<file path="config.mk">
export PLATFORM = sky130hd
export DESIGN_NAME = uart_intr_flow
export DESIGN_NICKNAME = d
export VERILOG_FILES = /design/src/common/uart_intr_flow_pkg.sv /design/src/logic/uart_intr_flow.sv
export VERILOG_INCLUDE_DIRS = /design/src /design/src/common
export SDC_FILE = /design/constraint.sdc
export NUM_CORES = 1
export LEC_CHECK = 0
export BUFFER_PORTS_ARGS = -buffer_cell sky130_fd_sc_hd__buf_2
export CAP_MARGIN = 0
export CELL_PAD_IN_SITES_DETAIL_PLACEMENT = 1
export CELL_PAD_IN_SITES_GLOBAL_PLACEMENT = 1
export CORE_AREA = 2 2 97 99
export DETAILED_ROUTE_END_ITERATION = 6
export DIE_AREA = 0 0 99 101
export PLACE_DENSITY = 0.95
export SYNTH_ARGS = -nofsm -noshare
export SYNTH_HDL_FRONTEND = slang
export SYNTH_SLANG_ARGS = --single-unit
</file>
<file path="constraint.sdc">
create_clock -name clk_in -period 2.2 [get_ports clk_in]
set_input_delay 0.55 -clock clk_in [delete_from_list [all_inputs] [get_ports clk_in]]
set_output_delay 0.55 -clock clk_in [all_outputs]
set_load 0.005 [all_outputs]
</file>
<file path="src/common/uart_intr_flow_cfg.svh">
// Register offsets, field positions and reset values of the control block
`ifndef UART_INTR_FLOW_CFG_SVH
`define UART_INTR_FLOW_CFG_SVH

// Register offsets on the 3-bit register port
`define OFS_DIVISOR_LOW       3'h0
`define OFS_DIVISOR_HIGH      3'h1
`define OFS_INTERRUPT_ENABLE  3'h2
`define OFS_SOURCE_ID_FIFO    3'h3
`define OFS_MODEM_CONTROL     3'h4
`define OFS_ENHANCED_FEATURE  3'h5
`define OFS_THRESHOLD_XOFF2   3'h6
`define OFS_TRIGGER_LEVEL     3'h7

// Interrupt enable fields
`define IE_RX_DATA     0
`define IE_TX_HOLD     1
`define IE_LINE_STAT   2
`define IE_MODEM_STAT  3
`define IE_SLEEP       4
`define IE_XOFF        5
`define IE_RTS         6
`define IE_CTS         7

// Enhanced feature fields
`define EF_WRITE_EN    4
`define EF_SPECIAL     5
`define EF_AUTO_RTS    6
`define EF_AUTO_CTS    7

// Modem and fifo control fields
`define MC_RTS_FORCE   1
`define MC_EXT_ACCESS  6
`define FC_FIFO_EN     0

// Interrupt identification codes, bits 5:0
`define ID_NONE        6'h01
`define ID_LINE_ERR    6'h06
`define ID_RX_TIMEOUT  6'h0C
`define ID_RX_DATA     6'h04
`define ID_TX_HOLD     6'h02
`define ID_MODEM       6'h00
`define ID_XOFF        6'h10
`define ID_CTS_RTS     6'h20

// Reset values
`define RST_BYTE       8'h00
`define RST_READ_DATA  8'h00

`endif

</file>
<file path="src/common/uart_intr_flow_pkg.sv">
// Types shared by the interrupt and flow control block
package uart_intr_flow_pkg;
  typedef logic [2:0] reg_addr_t;
  typedef logic [7:0] byte_t;
  typedef logic [6:0] fifo_level_t;
endpackage : uart_intr_flow_pkg

</file>
<file path="src/logic/uart_intr_flow.sv">
// Interrupt, enhanced feature and flow control logic of one UART channel
//
// Operation
// Enable bits 0-3 gate four basic interrupts
// Enable bit 4 selects sleep mode
// Enable bits 5-7 gate Xoff, RTS, CTS interrupts
// Upper enable bits writable only with write enable
// Re-enabling transmit interrupt creates no new event
// Identification bit 0 low while interrupt pending
// Identification bits 3:1 encode highest source
// Sources reported in fixed priority order
// Bits 4 and 5 flag Xoff and CTS/RTS
// Identification bits 7:6 mirror fifo enable
// Low feature bits select software flow mode
// Feature bit 4 gates enhanced bit writes
// Special character match sets identification bit 4
// Auto RTS follows halt and resume thresholds
// Auto CTS halts transmitter on high CTS
// Two bytes form the 16-bit baud divisor
// Software writes divisor before enabling sleep
// Threshold nibbles hold halt and resume levels
// Threshold writes need write enable and access
// Software keeps halt above resume threshold
// Software loads thresholds before enabling flow
// Interrupt output asserts on enabled source
// Modem control bit 6 opens threshold registers
// Nibble value N means 4N characters
//
// Implementation choices: the plain strobed port and the register addresses.
`timescale 1ns/1ns
`include "uart_intr_flow_cfg.svh"

module uart_intr_flow (
  input  wire logic                             clk_in,
  input  wire logic                             rst_n_in,
  input  wire uart_intr_flow_pkg::reg_addr_t    addr_in,
  input  wire uart_intr_flow_pkg::byte_t        wdata_in,
  input  wire logic                             wr_in,
  input  wire logic                             rd_in,
  output logic [7:0]                            rdata_out,
  input  wire logic                             line_err_in,
  input  wire logic                             rx_timeout_in,
  input  wire logic                             rx_ready_in,
  input  wire logic                             tx_below_in,
  input  wire logic                             tx_write_in,
  input  wire logic                             modem_chg_in,
  input  wire logic                             rx_char_valid_in,
  input  wire uart_intr_flow_pkg::byte_t        rx_char_in,
  input  wire logic                             xoff_rcvd_in,
  input  wire uart_intr_flow_pkg::fifo_level_t  rx_level_in,
  input  wire logic                             cts_n_in,
  output logic                                  rts_n_out,
  output logic                                  tx_halt_out,
  output logic                                  irq_out,
  output logic                                  sleep_out,
  output logic [15:0]                           divisor_out,
  output logic [3:0]                            sw_flow_mode_out,
  output logic                                  fifo_en_out,
  output logic [7:0]                            trigger_level_out
);
  import uart_intr_flow_pkg::*;

  byte_t       interrupt_enable_reg;
  byte_t       enhanced_feature_ctrl_reg;
  byte_t       divisor_low_reg;
  byte_t       divisor_high_reg;
  byte_t       flow_threshold_ctrl_reg;
  byte_t       fifo_trigger_level_reg;
  byte_t       modem_control_reg;
  byte_t       fifo_control_reg;
  byte_t       xoff2_char_reg;
  byte_t       rdata_reg;
  byte_t       rdata_next;
  byte_t       source_id;
  logic        cts_meta_reg;
  logic        cts_sync_reg;
  logic        cts_prev_reg;
  logic        rts_n_reg;
  logic        rts_prev_reg;
  logic        tx_below_prev_reg;
  logic        tx_pend_reg;
  logic        xoff_flag_reg;
  logic        cts_chg_reg;
  logic        rts_chg_reg;
  logic        tx_halt_reg;
  logic        write_en;
  logic        ext_access;
  logic        id_read;
  logic        special_hit;
  logic [7:0]  halt_level;
  logic [7:0]  resume_level;
  logic [6:0]  src_vec;

  // Level of a threshold nibble in characters
  function automatic logic [7:0] nibble_level(input logic [3:0] nib);
    nibble_level = {2'b00, nib, 2'b00};
  endfunction : nibble_level

  // Priority encoder from enabled sources to identification bits 5:0
  function automatic logic [5:0] id_code(input logic [6:0] src);
    if (src[0]) begin
      id_code = `ID_LINE_ERR;
    end else if (src[1]) begin
      id_code = `ID_RX_TIMEOUT;
    end else if (src[2]) begin
      id_code = `ID_RX_DATA;
    end else if (src[3]) begin
      id_code = `ID_TX_HOLD;
    end else if (src[4]) begin
      id_code = `ID_MODEM;
    end else if (src[5]) begin
      id_code = `ID_XOFF;
    end else if (src[6]) begin
      id_code = `ID_CTS_RTS;
    end else begin
      id_code = `ID_NONE;
    end
  endfunction : id_code

  // Access qualifiers shared by the register writes
  assign write_en   = enhanced_feature_ctrl_reg[`EF_WRITE_EN];
  assign ext_access = modem_control_reg[`MC_EXT_ACCESS];
  assign id_read    = rd_in && (addr_in == `OFS_SOURCE_ID_FIFO);
  assign special_hit = enhanced_feature_ctrl_reg[`EF_SPECIAL] &&
                       rx_char_valid_in && (rx_char_in == xoff2_char_reg);
  assign halt_level   = nibble_level(flow_threshold_ctrl_reg[3:0]);
  assign resume_level = nibble_level(flow_threshold_ctrl_reg[7:4]);

  // Enabled interrupt sources, index is priority
  always_comb begin
    src_vec[0] = line_err_in && interrupt_enable_reg[`IE_LINE_STAT];
    src_vec[1] = rx_timeout_in && interrupt_enable_reg[`IE_RX_DATA];
    src_vec[2] = rx_ready_in && interrupt_enable_reg[`IE_RX_DATA];
    src_vec[3] = tx_pend_reg && interrupt_enable_reg[`IE_TX_HOLD];
    src_vec[4] = modem_chg_in && interrupt_enable_reg[`IE_MODEM_STAT];
    src_vec[5] = xoff_flag_reg && interrupt_enable_reg[`IE_XOFF];
    src_vec[6] = (rts_chg_reg && interrupt_enable_reg[`IE_RTS]) ||
                 (cts_chg_reg && interrupt_enable_reg[`IE_CTS]);
  end

  // Identification byte: fifo mirror, flags, encoded source, pending
  always_comb begin
    source_id      = {{2{fifo_control_reg[`FC_FIFO_EN]}}, id_code(src_vec)};
    source_id[7:6] = {2{fifo_control_reg[`FC_FIFO_EN]}};
    source_id[4]   = src_vec[5];
    source_id[5]   = src_vec[6] && !src_vec[5];
    if (|src_vec[4:0]) begin
      source_id[5:4] = 2'b00;
    end
  end

  // Interrupt output follows any enabled pending source
  assign irq_out = |src_vec;

  // Interrupt enable register, upper half guarded
  always_ff @(posedge clk_in or negedge rst_n_in) begin
    if (!rst_n_in) begin
      interrupt_enable_reg <= `RST_BYTE;
    end else if (wr_in && addr_in == `OFS_INTERRUPT_ENABLE) begin
      interrupt_enable_reg[3:0] <= wdata_in[3:0];
      if (write_en) begin
        interrupt_enable_reg[7:4] <= wdata_in[7:4];
      end
    end
  end

  // Enhanced feature register
  always_ff @(posedge clk_in or negedge rst_n_in) begin
    if (!rst_n_in) begin
      enhanced_feature_ctrl_reg <= `RST_BYTE;
    end else if (wr_in && addr_in == `OFS_ENHANCED_FEATURE) begin
      enhanced_feature_ctrl_reg <= wdata_in;
    end
  end

  // Modem control, upper bits guarded
  always_ff @(posedge clk_in or negedge rst_n_in) begin
    if (!rst_n_in) begin
      modem_control_reg <= `RST_BYTE;
    end else if (wr_in && addr_in == `OFS_MODEM_CONTROL) begin
      modem_control_reg[4:0] <= wdata_in[4:0];
      if (write_en) begin
        modem_control_reg[7:5] <= wdata_in[7:5];
      end
    end
  end

  // Fifo control shares the identification address on writes
  always_ff @(posedge clk_in or negedge rst_n_in) begin
    if (!rst_n_in) begin
      fifo_control_reg <= `RST_BYTE;
    end else if (wr_in && addr_in == `OFS_SOURCE_ID_FIFO) begin
      fifo_control_reg[3:0] <= wdata_in[3:0];
      fifo_control_reg[7:6] <= wdata_in[7:6];
      if (write_en) begin
        fifo_control_reg[5:4] <= wdata_in[5:4];
      end
    end
  end

  // Divisor bytes
  always_ff @(posedge clk_in or negedge rst_n_in) begin
    if (!rst_n_in) begin
      divisor_low_reg  <= `RST_BYTE;
      divisor_high_reg <= `RST_BYTE;
    end else if (wr_in && addr_in == `OFS_DIVISOR_LOW) begin
      divisor_low_reg <= wdata_in;
    end else if (wr_in && addr_in == `OFS_DIVISOR_HIGH) begin
      divisor_high_reg <= wdata_in;
    end
  end

  // Threshold and trigger registers open only with extended access
  always_ff @(posedge clk_in or negedge rst_n_in) begin
    if (!rst_n_in) begin
      flow_threshold_ctrl_reg <= `RST_BYTE;
      fifo_trigger_level_reg  <= `RST_BYTE;
      xoff2_char_reg          <= `RST_BYTE;
    end else if (wr_in && addr_in == `OFS_THRESHOLD_XOFF2) begin
      if (ext_access) begin
        if (write_en) begin
          flow_threshold_ctrl_reg <= wdata_in;
        end
      end else begin
        xoff2_char_reg <= wdata_in;
      end
    end else if (wr_in && addr_in == `OFS_TRIGGER_LEVEL) begin
      if (ext_access && write_en) begin
        fifo_trigger_level_reg <= wdata_in;
      end
    end
  end

  // Read mux, data stands one cycle after the strobe
  always_comb begin
    rdata_next = `RST_READ_DATA;
    unique case (addr_in)
      `OFS_DIVISOR_LOW:      rdata_next = divisor_low_reg;
      `OFS_DIVISOR_HIGH:     rdata_next = divisor_high_reg;
      `OFS_INTERRUPT_ENABLE: rdata_next = interrupt_enable_reg;
      `OFS_SOURCE_ID_FIFO:   rdata_next = source_id;
      `OFS_MODEM_CONTROL:    rdata_next = modem_control_reg;
      `OFS_ENHANCED_FEATURE: rdata_next = enhanced_feature_ctrl_reg;
      `OFS_THRESHOLD_XOFF2: begin
        rdata_next = ext_access ? flow_threshold_ctrl_reg : xoff2_char_reg;
      end
      `OFS_TRIGGER_LEVEL: begin
        rdata_next = ext_access ? fifo_trigger_level_reg : `RST_READ_DATA;
      end
    endcase
  end

  always_ff @(posedge clk_in or negedge rst_n_in) begin
    if (!rst_n_in) begin
      rdata_reg <= `RST_READ_DATA;
    end else if (rd_in) begin
      rdata_reg <= rdata_next;
    end else begin
      rdata_reg <= `RST_READ_DATA;
    end
  end

  // CTS pin synchroniser and edge history
  always_ff @(posedge clk_in or negedge rst_n_in) begin
    if (!rst_n_in) begin
      cts_meta_reg <= 1'b1;
      cts_sync_reg <= 1'b1;
      cts_prev_reg <= 1'b1;
    end else begin
      cts_meta_reg <= cts_n_in;
      cts_sync_reg <= cts_meta_reg;
      cts_prev_reg <= cts_sync_reg;
    end
  end

  // Transmit holding event: only a fresh drop below threshold counts
  always_ff @(posedge clk_in or negedge rst_n_in) begin
    if (!rst_n_in) begin
      tx_below_prev_reg <= 1'b0;
      tx_pend_reg       <= 1'b0;
    end else begin
      tx_below_prev_reg <= tx_below_in;
      if (tx_below_in && !tx_below_prev_reg &&
          interrupt_enable_reg[`IE_TX_HOLD]) begin
        tx_pend_reg <= 1'b1;
      end else if (tx_write_in ||
                   (id_read && source_id[5:0] == `ID_TX_HOLD)) begin
        tx_pend_reg <= 1'b0;
      end
    end
  end

  // Sticky Xoff and special character flag, set wins over clear
  always_ff @(posedge clk_in or negedge rst_n_in) begin
    if (!rst_n_in) begin
      xoff_flag_reg <= 1'b0;
    end else if (special_hit || xoff_rcvd_in) begin
      xoff_flag_reg <= 1'b1;
    end else if (id_read && source_id[4]) begin
      xoff_flag_reg <= 1'b0;
    end
  end

  // Sticky CTS and RTS inactive-going flags, set wins over clear
  always_ff @(posedge clk_in or negedge rst_n_in) begin
    if (!rst_n_in) begin
      cts_chg_reg  <= 1'b0;
      rts_chg_reg  <= 1'b0;
      rts_prev_reg <= 1'b1;
    end else begin
      rts_prev_reg <= rts_n_reg;
      if (cts_sync_reg && !cts_prev_reg) begin
        cts_chg_reg <= 1'b1;
      end else if (id_read && source_id[5]) begin
        cts_chg_reg <= 1'b0;
      end
      if (rts_n_reg && !rts_prev_reg) begin
        rts_chg_reg <= 1'b1;
      end else if (id_read && source_id[5]) begin
        rts_chg_reg <= 1'b0;
      end
    end
  end

  // RTS pin: hysteresis on receive level or software forced level
  always_ff @(posedge clk_in or negedge rst_n_in) begin
    if (!rst_n_in) begin
      rts_n_reg <= 1'b1;
    end else if (enhanced_feature_ctrl_reg[`EF_AUTO_RTS]) begin
      if ({1'b0, rx_level_in} >= halt_level) begin
        rts_n_reg <= 1'b1;
      end else if ({1'b0, rx_level_in} <= resume_level) begin
        rts_n_reg <= 1'b0;
      end
    end else begin
      rts_n_reg <= !modem_control_reg[`MC_RTS_FORCE];
    end
  end

  // Transmitter halt while CTS is inactive
  always_ff @(posedge clk_in or negedge rst_n_in) begin
    if (!rst_n_in) begin
      tx_halt_reg <= 1'b0;
    end else begin
      tx_halt_reg <= enhanced_feature_ctrl_reg[`EF_AUTO_CTS] &&
                     cts_sync_reg;
    end
  end

  // Outputs
  assign rdata_out         = rdata_reg;
  assign rts_n_out         = rts_n_reg;
  assign tx_halt_out       = tx_halt_reg;
  assign sleep_out         = interrupt_enable_reg[`IE_SLEEP];
  assign divisor_out       = {divisor_high_reg, divisor_low_reg};
  assign sw_flow_mode_out  = enhanced_feature_ctrl_reg[3:0];
  assign fifo_en_out       = fifo_control_reg[`FC_FIFO_EN];
  assign trigger_level_out = fifo_trigger_level_reg;

  // Checks
  property p_upper_enable_guard;
    @(posedge clk_in) disable iff (!rst_n_in)
    (wr_in && addr_in == `OFS_INTERRUPT_ENABLE && !write_en)
      |=> interrupt_enable_reg[7:4] == $past(interrupt_enable_reg[7:4]);
  endproperty
  a_upper_enable_guard: assert property (p_upper_enable_guard)
    else $error("upper enable bits changed without write enable");

  property p_threshold_guard;
    @(posedge clk_in) disable iff (!rst_n_in)
    (wr_in && addr_in == `OFS_THRESHOLD_XOFF2 && !(write_en && ext_access))
      |=> $stable(flow_threshold_ctrl_reg);
  endproperty
  a_threshold_guard: assert property (p_threshold_guard)
    else $error("threshold register written while locked");

  property p_line_err_code;
    @(posedge clk_in) disable iff (!rst_n_in)
    (line_err_in && interrupt_enable_reg[`IE_LINE_STAT])
      |-> source_id[3:0] == 4'h6 && irq_out;
  endproperty
  a_line_err_code: assert property (p_line_err_code)
    else $error("line error not reported first");

  property p_pending_bit;
    @(posedge clk_in) disable iff (!rst_n_in)
    (id_read) |=> rdata_out[0] == !$past(irq_out) &&
                  rdata_out[7:6] == {2{$past(fifo_en_out)}};
  endproperty
  a_pending_bit: assert property (p_pending_bit)
    else $error("identification read does not match pending state");

  property p_divisor_load;
    @(posedge clk_in) disable iff (!rst_n_in)
    (wr_in && addr_in == `OFS_DIVISOR_HIGH)
      |=> divisor_out[15:8] == $past(wdata_in) && $stable(divisor_out[7:0]);
  endproperty
  a_divisor_load: assert property (p_divisor_load)
    else $error("divisor high byte not loaded");

  property p_special_char;
    @(posedge clk_in) disable iff (!rst_n_in)
    (special_hit && interrupt_enable_reg[`IE_XOFF] && !(|src_vec[4:0]))
      |=> source_id[4] || $past(id_read);
  endproperty
  a_special_char: assert property (p_special_char)
    else $error("special character match not flagged");

  property p_auto_rts_halt;
    @(posedge clk_in) disable iff (!rst_n_in)
    (enhanced_feature_ctrl_reg[`EF_AUTO_RTS] &&
     {1'b0, rx_level_in} >= halt_level) |=> rts_n_out;
  endproperty
  a_auto_rts_halt: assert property (p_auto_rts_halt)
    else $error("RTS not raised at halt level");

  property p_auto_cts;
    @(posedge clk_in) disable iff (!rst_n_in)
    (enhanced_feature_ctrl_reg[`EF_AUTO_CTS] && cts_n_in)[*4]
      |-> tx_halt_out;
  endproperty
  a_auto_cts: assert property (p_auto_cts)
    else $error("transmitter not halted on high CTS");

  property p_no_refire;
    @(posedge clk_in) disable iff (!rst_n_in)
    (!tx_pend_reg && tx_below_in && tx_below_prev_reg) |=> !tx_pend_reg;
  endproperty
  a_no_refire: assert property (p_no_refire)
    else $error("transmit interrupt raised without a fresh drop");

endmodule : uart_intr_flow

</file>
==> results of run 1 <==
-- per-layer routing --
| layer | global-route usage [%] | up-vias | share of wire [%] |
|---|---|---|---|
| met3 | 4.92 | 14 | 6.1 |
| met2 | 42.7 | 122 | 50 |
| met5 | 0 | - | 0 |
| met4 | 8.43 | 0 | 1.5 |
| li1 | - | 1432 | - |
| met1 | 33.4 | 1619 | 42 |
-- area by class of cell --
| class | instances | area [um2] |
|---|---|---|
| clock buffer | 12 | 135 |
| tap | 111 | 139 |
| sequential | 84 | 2110 |
| inverter | 16 | 60.1 |
| fill | 976 | 4130 |
| multi-input combinational | 229 | 1860 |
| timing repair buffer | 95 | 518 |
| clock inverter | 4 | 27.5 |
-- cells in the mapped netlist (all sizes together) (2+ instances only) --
cell / n
a211o: 3
a211oi: 2
a21oi: 7
a22o: 3
a22oi: 3
a31oi: 5
a41oi: 2
and3: 2
buf: 14
clkbuf: 5
dfrtp: 79
dfstp: 5
ha: 8
inv: 16
mux2: 61
mux2i: 12
nand2: 27
nand2b: 3
nand3: 7
nand3b: 2
nand4: 5
nor2: 12
nor2b: 3
nor3: 5
o211ai: 4
o21a: 2
o21ai: 21
o221ai: 4
o22ai: 3
o311ai: 2
or3: 2
xnor2: 8
-- cells by family (layout without fill, tap and decap cells) --
kind of cell,after synthesis,after routing,share of synthesized area [%]
mux,73,73,19.5
buf+inv,35,127,3.93
fa+ha+maj,8,8,2.42
simple gates,73,73,10.6
flops,84,84,51.0
xor+xnor,8,8,1.69
compound gates,67,67,10.9
-- power groups by stage --
stage	sequential [mW]	combinational (mW)	clock, mW
final	2.23	1.16	0.943
after global routing	2.28	1.28	1.02
after CTS	2.23	1.17	0.964
after floorplan	2.13	0.742	0
after global placement	2.24	1.08	0
after detailed placement	2.26	1.16	0
-- worst max-delay path, stage by stage --
cell and delay [ns]:
buf_2 0.11, o21ai_0 0.31, nand2_1 0.17, nand4b_1 0.19, buf_2 0.14
-- final timing paths --
path                                 startpoint  slack (ns)              endpoint
max                               rx_timeout_in        0.19               irq_out
min                                    rst_n_in        0.14   divisor_high_reg[7]
max reg2reg                modem_control_reg[6]        0.23  trigger_level_out[2]
min reg2reg                        cts_meta_reg        0.36          cts_sync_reg
max in group asynchronous              rst_n_in        1.37          cts_meta_reg
min in group clk_in                    cts_n_in        0.29          cts_meta_reg
-- through the flow --
stage / utilization (%) / instance area, um2
global placement: 52.2 / 4690
CTS: 54.0 / 4850
detailed placement: 52.2 / 4690
finish: 54.0 / 4850
floorplan: - / 4130
global route: 54.0 / 4850
==> impl_metrics.tcl, run 1 <==
set metrics [dict create \
    setup-violations-final 0 \
    synth_top_area_share_pct 47.8 \
    die_w_um 99 \
    clockRootBuffer "clkbuf_8" \
    ctsResizeCount 0 \
    start_kind "primary input" \
    share_seq_of_total_power_pct 51.4 \
    htree_levels 3 \
    track_usage_pct 25.4 \
    cts_setup_buffers 0 \
    synth_warnings 0 \
    max_freq_mhz 496 \
    io_buffers 79 \
    routed_via_density 5.78 \
    clk_latency_ns 0.36 \
    clock_sinks 84 \
    fin_crit_ns 2.01 \
    setup_ws_ns 0.185 \
    drc 0 \
    rsz0062_at_grt "no" \
    p_int_mw 2.90 \
    synthFlopType "dfrtp_1" \
    hold-worst-slack_ns 0.144 \
    fp.coreArea_um2 8980 \
    first_pass_iters 4 \
    final_common_cell "dfrtp_1" \
    critPathRequiredTime_ns 1.65 \
    synth-seq-cells 84 \
    syn_nets 395 \
    fin_crit_sh_pct 91.6 \
    syn-instance-count 348 \
    hold_viol_final 0 \
    ys_seq_area_share_pct 51.0 \
    cp.arrival_ns 1.46 \
    final_cell_mix "dfrtp_1 (79), buf_2 (78), mux2_2 (59)" \
    relSlewSlack_pct 57.3 \
    critical_path.max_fanout 3 \
    hp-class "in -> async" \
    dieArea_um2 10000 \
    syn_area_per_cell_um2 11.9 \
    tritoncts "yes" \
    antenna_found_initial 0 \
    rows 35 \
    grt_pass1_wl_um 19300 \
    end_kind "output pin" \
    drt-initial-drc-count 152 \
    place_congestion 0.878 \
    p_sw_mw 1.44 \
    outcome "finished clean" \
    antenna_cells 0 \
    dp_cells 535 \
    fin_skew_ns 0.00859 \
    crit_type "in -> out" \
    synth_edf_count 0 \
    p_leak_nw 2.24 \
    num_vias 3187 \
    post-synth-top-area-cell "dfrtp_1" \
    total_power_mw 4.34 \
    pin_count 80 \
    tightest_slew_ns 0.641 \
    cts_hold_buf 0 \
    synth_area_leaders "dfrtp_1 (48%), mux2_2 (16%), dfstp_2 (3.2%)" \
    grt_overflow 0 \
    grt_max_degree 36 \
    instances_no_fill 551 \
    num-nets-final 482 \
    pwr-share-clk_pct 21.7 \
    cap_violations 0 \
    die_y_um 101 \
    syn_area_um2 4130 \
    drv_slew 0 \
    dp_hpwl_um 9160 \
    wire_per_inst_um 21.6 \
    async_flop_share_pct 100 \
    synth_cell_types 51 \
    syn2layout_area_growth_pct 17.3 \
    ir_drop_v 0.000336 \
    wl_um 11900 \
    numCtsBuffers 9 \
    p_per_area_nw_per_um2 894 \
    start_util_pct 46.0 \
    combPwrFrac_pct 26.8 \
    place_ws_ns 0.123 \
    r2r_cells 5 \
    p_sw_share_pct 33.1 \
    clkTransAtPathRegs_ns 0.07 \
    antenna_left 0 \
    cts_buffer_depth 2 \
    finalSetupTns_ns 0 \
    grt_pass1_vias 3448 \
    final_layout_size_suffix_gt1_share_pct 41.4 \
]
Power figures use the tool's default switching activity.
==> run 2: changes to the inputs <==
Settings changed: CORE_AREA 2 2 97 99 to 2 2 95 97, CTS_BUF_LIST set to sky130_fd_sc_hd__clkbuf_8, DIE_AREA 0 0 99 101 to 0 0 97 99.
==> impl_metrics.tcl, run 2 (synthesis results as in run 1) <==
set metrics [dict create \
    outcome "finished clean" \
    fp.coreArea_um2 8550 \
    met2_usage_pct 44.0 \
    tightest_slew_ns 0.582 \
    place_area_um2 4710 \
    first_pass_iters 4 \
    use_met1_pct 35.8 \
    reg2reg_to "trigger_level_out[0]" \
    path_cells "buf_2 > o21ai_0 > nand2_1 > nand4b_1 > buf_2" \
    dp_hpwl_um 9150 \
    relSlewSlack_pct 61.2 \
    cp_common_cell "buf_2" \
    fin_crit_sh_pct 92.6 \
    grt_pass1_vias 3361 \
    crit_family "simple AND/OR/NAND/NOR gates" \
    numCtsBuffers 9 \
    grt_max_degree 45 \
    pin_count 80 \
    drc 0 \
    r2r-start "modem_control_reg[6]" \
    antenna_cells 0 \
    grt_most_used_layer "met2" \
    r2r_cells 5 \
    cts_buffer_depth 2 \
    p_per_area_nw_per_um2 898 \
    finalSetupTns_ns 0 \
    worst-path-buf-inv 2 \
    wire_per_inst_um 22.1 \
    grt_overflow 0 \
    antenna_found_initial 0 \
    io_buffers 79 \
    slowest_stage "o21ai_0" \
    clk_latency_ns 0.35 \
    grt.met3_usage_pct 4.68 \
    die_w_um 97 \
    ir_drop_v 0.000323 \
    cts_setup_buffers 0 \
    hp-class "in -> async" \
    p_leak_nw 2.28 \
    dieArea_um2 9600 \
    max_freq_mhz 491 \
    final_cell_mix "dfrtp_1 (79), buf_2 (78), mux2_2 (59)" \
    hold_viol_final 0 \
    startpoint "rx_timeout_in" \
    track_usage_pct 26.6 \
    cap_violations 0 \
    fin_crit_ns 2.04 \
    clock_sinks 84 \
    fin_skew_ns 0.00490 \
    ctsResizeCount 0 \
    critPathRequiredTime_ns 1.65 \
    rows 34 \
    drv_slew 0 \
    final_core_util_pct 57.1 \
    setup-violations-final 0 \
    start_util_pct 48.3 \
    syn2layout_area_growth_pct 18.1 \
    grt_pass1_wl_um 19500 \
    final_area_um2 4880 \
    antenna_left 0 \
    end_kind "output pin" \
    rrSetupSlack_ns 0.40 \
    cp.arrival_ns 1.49 \
    num-nets-final 484 \
    drt-initial-drc-count 184 \
    cts_hold_buf 0 \
    die_y_um 99 \
    clockRootBuffer "clkbuf_8" \
    wl_um 12100 \
    place_congestion 0.858 \
    htree_levels 3 \
    start_kind "primary input" \
    final_common_cell "dfrtp_1" \
    clkTransAtPathRegs_ns 0.08 \
    rsz0062_at_grt "no" \
    final_layout_size_suffix_gt1_share_pct 41.9 \
    slowest_delay_ns 0.32 \
    routed_via_density 5.84 \
    crit_type "in -> out" \
    tritoncts "yes" \
    critical_path.max_fanout 3 \
    num_vias 3212 \
]
[run 2: cell count changes in the layout (fill, tap and decap cells not counted), sizes merged]
cell | previous run | this run
inv | 16 | 18
clkbuf | 12 | 10
clkinvlp | 3 | 2
clkinv | 1 | 2
buf | 95 | 97
[run 2: layout make-up]
| type | instances | area (um2) |
|---|---|---|
| Timing Repair Buffer | 97 | 546 |
| Fill cell | 925 | 3670 |
| Clock inverter | 6 | 32.5 |
| Inverter | 16 | 60.1 |
| Tap cell | 108 | 135 |
| Sequential cell | 84 | 2110 |
| Multi-Input combinational cell | 229 | 1860 |
| Clock buffer | 10 | 138 |
[run 2: stage by stage]
step	setup WS, ns	std cells	hold slack (ns)	total power, mW
2_1_floorplan	0.462	348	0.254	2.87
3_3_place_gp	0.216	534	0.346	3.33
3_5_place_dp	0.170	534	0.361	3.44
4_1_cts	0.175	550	0.202	4.41
5_1_grt	0.0673	550	0.224	4.62
6_report	0.164	550	0.200	4.39
[run 2: worst reg2reg max path, cell delays in order, from the launching register on]
cell and delay (ns):
dfrtp_1 0.71, nand2_1 0.19, nor2_4 0.11, and3_1 0.16
buf_4 0.17, mux2_2 0.36
[run 2: power by group]
part	internal [mW]	leakage [nW]	switching, mW
Sequential	1.89	1.01	0.347
Clock	0.429	0.0907	0.538
Combinational	0.602	1.18	0.576
Total	2.92	2.28	1.46
[run 2: worst max-delay path by stage]
stage          depth (start not counted)  slack (ns)                 end
3_3_place_gp                           4        0.22   xoff2_char_reg[1]
4_1_cts                                5        0.18             irq_out
5_1_grt                                5        0.07             irq_out
6_report                               5        0.16             irq_out
3_5_place_dp                           4        0.17   xoff2_char_reg[4]
2_1_floorplan                          5        0.46  divisor_low_reg[0]
[run 2: per-layer routing]
layer	vias up	routed length, um
met4	0	291
met2	118	6010
met5	-	0
met1	1630	5240
li1	1440	-
met3	24	584
==> run 3: changes to the inputs <==
Settings changed: CELL_PAD_IN_SITES_DETAIL_PLACEMENT 1 to 0.
==> impl_metrics.tcl, run 3 (synthesis results as in run 1) <==
set metrics [dict create \
    outcome "finished clean" \
    die_w_um 97 \
    final_layout_size_suffix_gt1_share_pct 42.1 \
    clockRootBuffer "clkbuf_8" \
    rrSetupSlack_ns 0.45 \
    clock_sinks 84 \
    drc 0 \
    place_congestion 0.858 \
    grt_max_degree 45 \
    place_area_um2 4710 \
    grt_overflow 0 \
    share_seq_of_total_power_pct 50.1 \
    drv_slew 0 \
    first_pass_iters 4 \
    dp_hpwl_um 7960 \
    combPwrFrac_pct 25.6 \
    ctsResizeCount 0 \
    dr_wl_met3_um 686 \
    slowest_delay_ns 0.44 \
    critPathRequiredTime_ns 1.65 \
    start_kind "flip-flop" \
    grt_pass1_wl_um 16800 \
    io_buffers 79 \
    crit_type "reg -> out" \
    m1WireLength_um 4640 \
    num_vias 3057 \
    top_layer_used "met4" \
    clkTransAtPathRegs_ns 0.08 \
    pwr-share-clk_pct 24.3 \
    reg2reg_to "trigger_level_out[6]" \
    ir_drop_v 0.000310 \
    num-nets-final 484 \
    cp.arrival_ns 1.43 \
    hp-class "in -> async" \
    track_usage_pct 22.5 \
    rsz0062_at_grt "no" \
    cts_hold_buf 0 \
    fp.coreArea_um2 8550 \
    wl_um 10400 \
    p_sw_share_pct 31.5 \
    die_y_um 99 \
    antenna_cells 0 \
    drt-initial-drc-count 229 \
    routed_via_density 5.56 \
    final_core_util_pct 57.4 \
    relSlewSlack_pct 61.4 \
    fin_crit_ns 1.98 \
    pin_count 80 \
    r2r_cells 5 \
    p_leak_nw 2.29 \
    r2r-start "modem_control_reg[6]" \
    cts_buffer_depth 2 \
    path_cells "o21ai_0 > nand2_1 > nand4b_1 > buf_2" \
    antenna_left 0 \
    final_cell_mix "dfrtp_1 (79), buf_2 (78), mux2_2 (59)" \
    tritoncts "yes" \
    max_freq_mhz 505 \
    fin_crit_sh_pct 90.0 \
    fin_skew_ns 0.00595 \
    slowest_stage "dfrtp_1" \
    dieArea_um2 9600 \
    setup-violations-final 0 \
    end_kind "output pin" \
    wire_per_inst_um 18.8 \
    wl_met2_um 4850 \
    cap_violations 0 \
    final_common_cell "dfrtp_1" \
    p_per_area_nw_per_um2 904 \
    htree_levels 3 \
    start_util_pct 48.3 \
    fillers 707 \
    clk_latency_ns 0.35 \
    antenna_found_initial 0 \
    finalSetupTns_ns 0 \
    grt_pass1_vias 3118 \
    hold_viol_final 0 \
    p_int_mw 3.04 \
    cts_setup_buffers 0 \
    p_sw_mw 1.39 \
    critical_path.max_fanout 4 \
    rows 34 \
    final_area_um2 4910 \
    numCtsBuffers 9 \
    syn2layout_area_growth_pct 18.7 \
    tightest_slew_ns 0.578 \
]
-- run 3: layer usage --
metal  track usage [%]  vias up
met5                 0        -
met4              7.69        0
met3              5.53       16
met2              35.1      118
met1              31.1     1486
li1                  -     1437
-- run 3: critical path: cells and delay by family, from the launching register on --
family	cells	cell delay (ns)
flops	1	0.44
compound gates	1	0.17
simple gates	2	0.33
buf+inv	1	0.14
-- run 3: how the worst max path moves through the flow --
stage,startpoint,to,slack [ns],cells after the start
finish,interrupt_enable_reg[0],irq_out,0.22,4
global route,rx_timeout_in,irq_out,0.10,5
CTS,interrupt_enable_reg[0],irq_out,0.22,4
detailed placement,addr_in[0],flow_threshold_ctrl_reg[0],0.18,5
global placement,addr_in[0],xoff2_char_reg[1],0.22,4
floorplan,addr_in[2],divisor_low_reg[0],0.46,5
-- run 3: cell type report --
cell class | instances | area (um2) | share of cell area (%)
flip-flops and latches | 84 | 2110 | 43.0
multi-input cells | 229 | 1860 | 38.0
repair buffers | 97 | 546 | 11.1
clock buffers | 10 | 138 | 2.81
well taps | 108 | 135 | 2.75
inverters | 16 | 60.1 | 1.22
clock inverters | 6 | 56.3 | 1.15
-- run 3: power groups by stage --
stage / Sequential, mW / Combinational, mW / Clock, mW
final: 2.22 / 1.14 / 1.08
after global routing: 2.26 / 1.26 / 1.16
after CTS: 2.22 / 1.14 / 1.09
after detailed placement: 2.25 / 1.14 / 0
after global placement: 2.23 / 1.10 / 0
after floorplan: 2.13 / 0.742 / 0
-- run 3: per-stage QoR --
stage / hold WS [ns] / power [mW] / instances / setup slack (ns)
2_1_floorplan: 0.254 / 2.87 / 348 / 0.462
3_3_place_gp: 0.346 / 3.33 / 534 / 0.216
3_5_place_dp: 0.349 / 3.39 / 534 / 0.179
4_1_cts: 0.203 / 4.45 / 550 / 0.221
5_1_grt: 0.223 / 4.68 / 550 / 0.105
6_report: 0.196 / 4.43 / 550 / 0.221
